### src/logic/cpu_mode_mmu_map.svh
// Purpose: offsets, sizes and counts of the mode and memory partition block
// Assumes: byte addresses inside each memory start at zero
// Notes: sizes in bytes
`ifndef CPU_MODE_MMU_MAP_SVH
`define CPU_MODE_MMU_MAP_SVH
`define ROM_APP_SIZE     18'h28000
`define ROM_TEST_SIZE    18'h06000
`define EE_MFR_SIZE      17'h00040
`define EE_CLS_1K        17'h00400
`define EE_CLS_4K        17'h01000
`define RAM_TOTAL        13'h1200
`define RAM_RSV_SIZE     13'h0080
`define RAM_GP_SIZE      13'h0d00
`define CFG_VEC_COUNT    8
`define SYS_VEC_COUNT    32
`define ROM_VEC_BASE     18'h00000
`define CFG_VEC_BASE     18'h28000
`define SYS_VEC_BASE     18'h00100
`define VEC_STRIDE       18'h00008
`define SFR_COUNT        8
`endif

### src/logic/cpu_mode_pkg.sv
// Purpose: types of the mode and memory partition block
// Assumes: nothing
// Notes: mode order has no meaning
package cpu_mode_pkg;
  typedef enum logic [2:0] {
    MODE_BOOT,
    MODE_TEST,
    MODE_CLS,
    MODE_SYSTEM,
    MODE_USER
  } cpu_mode_e;
  typedef enum logic [1:0] {
    MEM_ROM,
    MEM_EE,
    MEM_RAM,
    MEM_SFR
  } mem_space_e;
endpackage

### src/logic/cpu_mode_memory_partition.sv
// Purpose: CPU privilege mode control and memory partition checking
// Assumes: one CPU access request per cycle, judged in the same cycle
// Notes: the coprocessor port is never blocked by rights, only by partition
//
// Operation
// - Exactly five modes: boot, test, contactless support, system, user.
// - Super-system level is always boot, test or contactless submode.
// - System mode reaches all hardware; user mode only permitted SFRs.
// - System mode software grants user mode access to components.
// - Exceptions and interrupts jump to a ROM vector and enter set mode; here boot and test modes ignore exc_req.
// - 8 configuration calls enter contactless mode; 32 system calls enter system.
// - ROM splits into 160 kByte application and 24 kByte test region.
// - EEPROM keeps 64 bytes for maker plus 0, 1 or 4 kBytes.
// - RAM splits 0/4608 or 128/4480 bytes by configuration.
// - Test mode has no memory restriction.
// - Boot and contactless modes reach only test ROM and small parts.
// - System and user modes reach only application ROM and large parts.
// - Extra user limits are set only from system mode.
// - RAM has 3328 general bytes and 1280 coprocessor bytes.
// - Coprocessor bypasses rights checks but stays inside its partition.
// - A hardware fuse permanently disables test mode; here the fuse flop clears on arst_n.
// - Every reset starts in boot mode with no external interaction.
// - Contactless mode runs only when application software calls it.
// - With test mode enabled, start-up ends in test mode.
// - With test mode disabled, start-up ends in system mode.
`timescale 1ns/1ns
`include "cpu_mode_mmu_map.svh"
module cpu_mode_memory_partition
  import cpu_mode_pkg::*;
#(
  parameter int SFR_N = `SFR_COUNT
) (
  input  wire logic             clk,
  input  wire logic             arst_n,
  input  wire logic [1:0]       cls_ee_cfg,
  input  wire logic             ram_rsv_cfg,
  input  wire logic             test_fuse_blow,
  input  wire logic             boot_done,
  input  wire logic             exc_req,
  input  wire logic [4:0]       exc_index,
  input  wire logic             exc_to_user,
  input  wire logic             cfg_call,
  input  wire logic [2:0]       cfg_call_index,
  input  wire logic             sys_call,
  input  wire logic [4:0]       sys_call_index,
  input  wire logic             mode_return,
  input  wire logic             return_to_user,
  input  wire logic             grant_we,
  input  wire logic [SFR_N-1:0] grant_data,
  input  wire logic             cpu_req,
  input  wire mem_space_e       cpu_space,
  input  wire logic [17:0]      cpu_addr,
  input  wire logic [$clog2(SFR_N)-1:0] cpu_sfr,
  input  wire logic             cop_req,
  input  wire logic             cop_is_ee,
  input  wire logic [16:0]      cop_addr,
  output cpu_mode_e             mode,
  output logic                  super_level,
  output logic                  test_disabled,
  output logic                  ext_io_enable,
  output logic                  vec_jump,
  output logic [17:0]           vec_addr,
  output logic                  cpu_grant,
  output logic                  access_fault,
  output logic                  cop_grant,
  output logic [SFR_N-1:0]      user_grants
);
  logic        fuse;
  logic [16:0] ee_small;
  logic [12:0] ram_small;
  logic        small_ok;
  logic        large_ok;
  logic        sfr_ok;
  logic        allowed;
  logic        cop_in_ee;
  logic        cop_in_ram;
  cpu_mode_e   next_mode;

  always_comb begin
    case (cls_ee_cfg)
      2'd1:    ee_small = `EE_MFR_SIZE + `EE_CLS_1K;
      2'd2:    ee_small = `EE_MFR_SIZE + `EE_CLS_4K;
      default: ee_small = `EE_MFR_SIZE;
    endcase
  end

  // Reserved RAM is 0 or 128 bytes
  assign ram_small = ram_rsv_cfg ? `RAM_RSV_SIZE : 13'h0000;

  // ROM test region sits above the application region
  always_comb begin
    case (cpu_space)
      MEM_ROM: small_ok = (cpu_addr >= `ROM_APP_SIZE)
                          && (cpu_addr < `ROM_APP_SIZE + `ROM_TEST_SIZE);
      MEM_EE:  small_ok = cpu_addr[16:0] < ee_small && cpu_addr[17] == 1'b0;
      MEM_RAM: small_ok = cpu_addr[12:0] < ram_small && cpu_addr[17:13] == 5'h00;
      default: small_ok = 1'b0;
    endcase
  end

  always_comb begin
    case (cpu_space)
      MEM_ROM: large_ok = cpu_addr < `ROM_APP_SIZE;
      MEM_EE:  large_ok = cpu_addr[16:0] >= ee_small && cpu_addr[17] == 1'b0;
      MEM_RAM: large_ok = cpu_addr[12:0] >= ram_small && cpu_addr[12:0] < `RAM_TOTAL
                          && cpu_addr[17:13] == 5'h00;
      default: large_ok = 1'b0;
    endcase
  end

  // User mode reaches only granted SFRs
  assign sfr_ok = (mode == MODE_SYSTEM) || (mode == MODE_USER && user_grants[cpu_sfr]);

  always_comb begin
    case (mode)
      MODE_TEST:   allowed = (cpu_space == MEM_SFR) || (cpu_space == MEM_ROM
                             && cpu_addr < `ROM_APP_SIZE + `ROM_TEST_SIZE)
                             || (cpu_space == MEM_EE && cpu_addr[17] == 1'b0)
                             || (cpu_space == MEM_RAM && cpu_addr < 18'(`RAM_TOTAL));
      MODE_BOOT,
      MODE_CLS:    allowed = small_ok;
      MODE_SYSTEM,
      MODE_USER:   allowed = (cpu_space == MEM_SFR) ? sfr_ok : large_ok;
      default:     allowed = 1'b0;
    endcase
  end

  // Block forbidden access and flag it
  assign cpu_grant    = cpu_req && allowed;
  assign access_fault = cpu_req && !allowed;

  // Coprocessor RAM is the top 1280 bytes
  assign cop_in_ram = cop_addr >= 17'(`RAM_GP_SIZE) && cop_addr < 17'(`RAM_TOTAL);
  assign cop_in_ee  = cop_addr >= ee_small;
  // No rights check, partition still enforced
  assign cop_grant  = cop_req && (cop_is_ee ? cop_in_ee : cop_in_ram);

  always_ff @(posedge clk or negedge arst_n) begin
    if (!arst_n) begin
      fuse <= 1'b0;
    end else if (test_fuse_blow) begin
      fuse <= 1'b1;
    end
  end
  // Real silicon holds this in a fuse; a reset here would re-enable test
  assign test_disabled = fuse;

  always_comb begin
    next_mode = mode;
    case (mode)
      // Boot leaves only when setup completes
      MODE_BOOT: begin
        if (boot_done) begin
          next_mode = fuse ? MODE_SYSTEM : MODE_TEST;
        end
      end
      MODE_TEST: next_mode = MODE_TEST;
      MODE_CLS: begin
        if (exc_req) begin
          next_mode = exc_to_user ? MODE_USER : MODE_SYSTEM;
        end else if (mode_return) begin
          next_mode = return_to_user ? MODE_USER : MODE_SYSTEM;
        end
      end
      MODE_SYSTEM,
      MODE_USER: begin
        if (exc_req || access_fault) begin
          next_mode = (exc_req && exc_to_user) ? MODE_USER : MODE_SYSTEM;
        end else if (cfg_call) begin
          next_mode = MODE_CLS;
        end else if (sys_call) begin
          next_mode = MODE_SYSTEM;
        end else if (mode_return && mode == MODE_SYSTEM && return_to_user) begin
          next_mode = MODE_USER;
        end
      end
      default: next_mode = MODE_BOOT;
    endcase
  end

  always_ff @(posedge clk or negedge arst_n) begin
    if (!arst_n) begin
      mode <= MODE_BOOT;
    end else begin
      mode <= next_mode;
    end
  end

  // Super level is exactly one of three submodes
  assign super_level   = (mode == MODE_BOOT) || (mode == MODE_TEST) || (mode == MODE_CLS);
  assign ext_io_enable = (mode != MODE_BOOT);

  // Vector address registered with the mode change
  always_ff @(posedge clk or negedge arst_n) begin
    if (!arst_n) begin
      vec_jump <= 1'b0;
      vec_addr <= 18'h00000;
    end else begin
      vec_jump <= 1'b0;
      if ((mode == MODE_SYSTEM || mode == MODE_USER || mode == MODE_CLS)
          && (exc_req || access_fault && mode != MODE_CLS)) begin
        vec_jump <= 1'b1;
        vec_addr <= `ROM_VEC_BASE + 18'(exc_req ? exc_index : 5'h1f) * `VEC_STRIDE;
      end else if (mode == MODE_SYSTEM || mode == MODE_USER) begin
        if (cfg_call) begin
          vec_jump <= 1'b1;
          vec_addr <= `CFG_VEC_BASE + 18'(cfg_call_index) * `VEC_STRIDE;
        end else if (sys_call) begin
          vec_jump <= 1'b1;
          vec_addr <= `SYS_VEC_BASE + 18'(sys_call_index) * `VEC_STRIDE;
        end
      end
    end
  end

  // Grants written only from system mode
  always_ff @(posedge clk or negedge arst_n) begin
    if (!arst_n) begin
      user_grants <= '0;
    end else if (grant_we && mode == MODE_SYSTEM) begin
      user_grants <= grant_data;
    end
  end
endmodule

### config.mk
export PLATFORM = sky130hd
export DESIGN_NAME = cpu_mode_memory_partition
export DESIGN_NICKNAME = d
export VERILOG_FILES = /design/src/logic/cpu_mode_pkg.sv /design/src/logic/cpu_mode_memory_partition.sv
export VERILOG_INCLUDE_DIRS = /design/src /design/src/logic
export SDC_FILE = /design/constraint.sdc
export NUM_CORES = 1
export LEC_CHECK = 0
export ABC_AREA = 0
export BUFFER_PORTS_ARGS = -buffer_cell sky130_fd_sc_hd__buf_2
export CORE_ASPECT_RATIO = 1.25
export CORE_MARGIN = 3
export CORE_UTILIZATION = 46
export CTS_CLUSTER_DIAMETER = 50
export DETAILED_ROUTE_END_ITERATION = 12
export GPL_TIMING_DRIVEN = 1
export PLACE_DENSITY = 0.86
export SLEW_MARGIN = 15
export SYNTH_ARGS = -nofsm -noshare
export SYNTH_HDL_FRONTEND = slang
export SYNTH_SLANG_ARGS = --single-unit
### constraint.sdc
create_clock -name clk -period 5.8 [get_ports clk]
set_clock_uncertainty 0.1 [all_clocks]
set_input_delay 0.87 -clock clk [delete_from_list [all_inputs] [get_ports clk]]
set_output_delay 0.87 -clock clk [all_outputs]
set_load 0.05 [all_outputs]
### After elaboration in Yosys (flattened, before gate mapping)

Cells that the tools add are included.

* add/sub/neg operators: 2
* multiply operators: 0
* div/mod/pow operators: 0
* $lt $le $gt $ge: 13
* equality and inequality tests: 13
* shift operators: 0
* muxes and demuxes: 30
* bitwise operators: 1
* reduce and logical (&&, ||, !) cells: 41

Operator list (count)
* 2-to-1 mux 18 bit: 4
* less-than comparator 18 bit, second input constant: 2
* >= comparator 17 bit: 2
* 2-to-1 mux 3 bit: 10
* case mux 13 bit (2 select lines): 1
* logical AND 1 bit: 20
* adder 18 x 6 -> 18 bit, first input constant: 1
* >= comparator 18 bit, second input constant: 1
* less-than comparator 18 x 13 -> 1 bit, second input constant: 1
* >= comparator 17 x 12 -> 1 bit, second input constant: 1
* less-than comparator 17 x 13 -> 1 bit, second input constant: 1
* less-than comparator 17 bit: 1
* >= comparator 13 x 8 -> 1 bit: 1
* less-than comparator 13 bit, second input constant: 1
* less-than comparator 13 x 8 -> 1 bit: 1
* case mux 3 bit (4 select lines): 1
* adder 9 x 8 -> 10 bit, first input constant: 1
* logical OR 1 bit: 10
* case mux 1 bit (3 select lines): 3
* 2-to-1 mux 8 bit: 1
* 2-to-1 mux 1 bit: 7
* equality test 2 bit, second input constant: 3
* equality test 3 x 2 -> 1 bit, second input constant: 2
* nonzero test 3 bit: 2
* other kinds (20): 22

* register bits: 31
* bits in latches: 0
* RAM bits: 0
* ROM bits: 0
* bits of input ports: 78
* output and inout port bits: 36
* word-level logic and storage cells: 105
* memories: 0

### Logic depth before layout (Yosys ltp)

* depth after elaboration: 14
* mapped depth: 9
* depth with buffers taken out: 9

### Worst setup path after synthesis

No wires, ideal clock.

* path type: in2out
* start point: input cls_ee_cfg[1]
* end point: output cop_grant
* arrival: 2615 ps
* required time: 4830 ps
* path slack: 2215 ps
* stages on the path: 6
* path buffers: 0
* cell sequence: nand2b_1 -> ha_1 -> o41ai_1 -> nand2_1 -> a21oi_1 -> nor3b_1

* longest elaborated chain between the ends: 5
* elaborated cells between the ends (all ways): 6
* those cells by class: order compare (1); eq/ne (2); mux (2); reduce/logical (1)

RTL lines
* from (decl): RTL line cpu_mode_memory_partition.sv:35 `input wire logic [1:0] cls_ee_cfg,`
* equality test 2 bit / equality test 2 x 1 -> 1 bit (equally long branches): RTL line cpu_mode_memory_partition.sv:80 `case (cls_ee_cfg)`
* case mux 13 bit (2 select lines) (*): RTL line cpu_mode_memory_partition.sv:80
* >= comparator 17 bit (*): RTL line cpu_mode_memory_partition.sv:134 `assign cop_in_ee = cop_addr >= ee_small;`
* 2-to-1 mux 1 bit (*): RTL line cpu_mode_memory_partition.sv:136 `assign cop_grant = cop_req && (cop_is_ee ? cop_in_ee : cop_in_ram);`
* logical AND 1 bit (*): RTL line cpu_mode_memory_partition.sv:136
* to (decl): RTL line cpu_mode_memory_partition.sv:65 `output logic cop_grant,`

Every way passes the cells marked *; elsewhere a longest branch is shown, timed or not.

### Worst setup path in the final report

* start point: input cls_ee_cfg[0]
* end point: output cpu_grant

* longest elaborated chain between the ends: 8
* elaborated cells between the ends (all ways): 12
* those cells by class: order compare (2); eq/ne (2); mux (5); reduce/logical (3)

RTL lines
* equality test 2 bit / equality test 2 x 1 -> 1 bit (equally long branches): RTL line cpu_mode_memory_partition.sv:80
* case mux 13 bit (2 select lines) (*): RTL line cpu_mode_memory_partition.sv:80
* >= comparator 17 bit: RTL line cpu_mode_memory_partition.sv:104 `MEM_EE: large_ok = cpu_addr[16:0] >= ee_small && cpu_addr[17] == 1'b0;`
* logical AND 1 bit: RTL line cpu_mode_memory_partition.sv:104
* case mux 1 bit (3 select lines): RTL line cpu_mode_memory_partition.sv:102 `case (cpu_space)`
* 2-to-1 mux 1 bit: RTL line cpu_mode_memory_partition.sv:123 `MODE_USER: allowed = (cpu_space == MEM_SFR) ? sfr_ok : large_ok;`
* case mux 1 bit (3 select lines) (*): RTL line cpu_mode_memory_partition.sv:115 `case (mode)`
* logical AND 1 bit (*): RTL line cpu_mode_memory_partition.sv:129 `assign cpu_grant = cpu_req && allowed;`
* to (decl): RTL line cpu_mode_memory_partition.sv:63 `output logic cpu_grant,`

Marked as above.

==> out/results.ini <==
[pwr]
p_int_w = 0.000478
swShare_pct = 56.2
power-per-cell-area_mw_per_mm2 = 487
p_comb_share_pct = 66.3
pwr-share-clk_pct = 7.9
pwr-share-seq_pct = 25.8
leakage_nw = 1.11
worst_ir_drop_vdd_v = 0.000320
switching_power_w = 0.000612

[die]
die_w_um = 61.3
dieArea_mm2 = 0.00460
die_y_um = 75.1
ios = 114
core-area_mm2 = 0.00357
fp-row-count = 24
start_util_pct = 49.1

[critical_path]
max_stage_delay_ps = 300
crit_type = in2out
ff2ff_setup_slack_ps = 2970
worstPathCellList = buf_2 -> nand2b_1 -> ha_1 -> o21ai_0 -> o2111ai_1 -> nor2b_4 -> o311ai_4 -> o2111ai_1 -> and2_1 -> buf_2
crit_path_start_kind = primary input
crit_path_start = cls_ee_cfg[0]
worstPathRequired_ps = 4830
cpMaxStageDelayCell = ha_1
crit_end = cpu_grant
arrival_ps = 2680
cp_max_fo = 3
r2r_start = mode[2]
end_kind = output pin
r2r.worst_path.cells = 7
rr_endpoint = vec_addr[6]

[clocking]
tritoncts = built
cts_hold_buffers = 0
cts-buffers-inserted = 3
clock_latency_ps = 250
cts_resized = 0
cts_setup_buffers = 0
clock_path_buffers = 2
htree_levels = 1
cts-root-buf = clkbuf_8
path_clk_slew_ps = 60
clock_sinks = 20

[global_routing]
grt.met2_usage_pct = 34.7
grtUsageMet3_pct = 4.29
gr-total-overflow = 0
grt_pass1_vias = 1703
busiest_layer = met2
grt_pass1_wl_um = 6990
grt_util_met1_pct = 22.6
grt.total_usage_pct = 19.7
antenna_found_initial = 0
grt_max_degree = 22

[layout]
finalNetCount = 377
fin_util_pct = 62.7
drive_gt1_share_pct = 41.8
final_cell_mix = buf_2, nand2_1, dfrtp_1
area_growth_pct = 27.6
multi_input_area_mm2 = 0.00114
regArea_um2 = 500
n_antenna_cell = 0
final_common_cell = buf_2
fill_cells = 338

[placed_design]
dp_hpwl_um = 3660
gp_congestion = 0.873
io_buffers = 97

[synthesis]
synth_top_cell_by_area = dfrtp_1
synth_top_area_share_pct = 28.5
synthFlopType = dfrtp_1
synth-edff-count = 0
ys_seq_elements = 20
seq_area_frac_synth_pct = 28.5
syn_area_mm2 = 0.00176
synth-warning-count = 0
syn_area_per_cell_um2 = 8.61
yosysUniqueCellTypes = 52
synth.area.top_cells = dfrtp_1, mux2_2, nand2_1, buf_4, mux2i_1
synthCells = 204
synthArstFlopShare_pct = 100

[detailed_routing]
first_pass_iters = 4
initialDrtViolationCount = 89
routed_wl_um = 4470
detail_route.wl_per_cell_um = 13.5
num_vias = 1869
drc = 0
avgViaCountPerCell = 5.65
ant_nets = 0

[sta]
fmaxAchievable_mhz = 274
slew_headroom_pct = 37.0
rsz0062_at_grt = no
setup-tns-final_ps = 0
drv_slew = 0
worst_pin_slew_ps = 945
post-route-period-util_pct = 62.9
hold_viol_final = 0
setup_viol = 0
min_period_ps = 3650

[job]
cap_violations = 0

[status]
status = completed

[min_path]
hold_class = reg2reg

## cell type report
type / instances / area share [%]
well taps: 39 / 2.18
inverters: 7 / 1.17
multi-input cells: 165 / 50.8
clock buffers: 3 / 1.84
repair buffers: 97 / 21.7
flip-flops and latches: 20 / 22.3
## power groups by stage
stage	clock (W)	combinational [W]	sequential, W
finish	0.0000866	0.000722	0.000281
global placement	0	0.000712	0.000282
CTS	0.0000902	0.000725	0.000280
global route	0.0000970	0.000774	0.000293
detailed placement	0	0.000724	0.000283
floorplan	0	0.000386	0.000464
## synth_stat cells, drive strengths merged (2+ instances only)
master   number
a21oi         8
a222oi        2
a311oi        2
a31oi         4
and2          2
buf          14
clkbuf        7
dfrtp        20
ha            5
inv           7
mux2          9
mux2i         7
nand2        27
nand2b        4
nand3         4
nand4         3
nor2         15
nor2b         4
nor3b         4
nor4          4
o2111ai       3
o211ai        2
o21ai        14
o22a          4
o22ai         2
o31ai         3
o41ai         4
or3           2
## per-layer routing
metal  vias to the layer above  share of wire [%]  wire [µm]
met5                         -                  0          0
met4                         0                1.7         74
met3                         7                9.5        426
met2                        92                 49       2190
met1                       848                 40       1770
li1                        922                  -          -
## critical path, delay by kind of cell
family | cells | cell delay (ps)
buffers and inverters | 2 | 300
and+or+nand+nor | 3 | 520
adders and majority gates | 1 | 300
AOI/OAI and AO/OA | 4 | 690
## sequential cells by signal, summed over array words and instances, names as in the netlist
| name | count |
|---|---|
| vec_jump | 1 |
| vec_addr | 7 |
| user_grants | 8 |
| test_disabled | 1 |
| mode | 3 |
## kinds of logic after synthesis
kind of cell	synth area share [%]
simple gates	23.2
compound gates	24.6
buf+inv	8.62
flops	28.5
mux	11.3
fa+ha+maj	3.56
other cells	0.214
## stage by stage
stage,power [W],hold WS [ps],worst slack (ps),cell area (µm²),cells
final,0.00109,403,2150,2240,331
after global routing,0.00116,422,2020,2240,331
after CTS,0.00110,400,2140,2240,331
after detailed placement,0.00101,382,2140,2200,328
after global placement,0.000994,380,2170,2200,328
after floorplan,0.000850,474,2210,1790,213
## how the worst min path moves through the flow
stage	endpoint	cells after the start	startpoint	slack [ps]
after floorplan	mode[0]	0	arst_n	470
after global placement	test_disabled	1	test_disabled	380
after detailed placement	test_disabled	1	test_disabled	380
after CTS	test_disabled	1	test_disabled	400
after global routing	test_disabled	1	test_disabled	420
final	test_disabled	1	test_disabled	400
(Power assumes the default switching activity.)
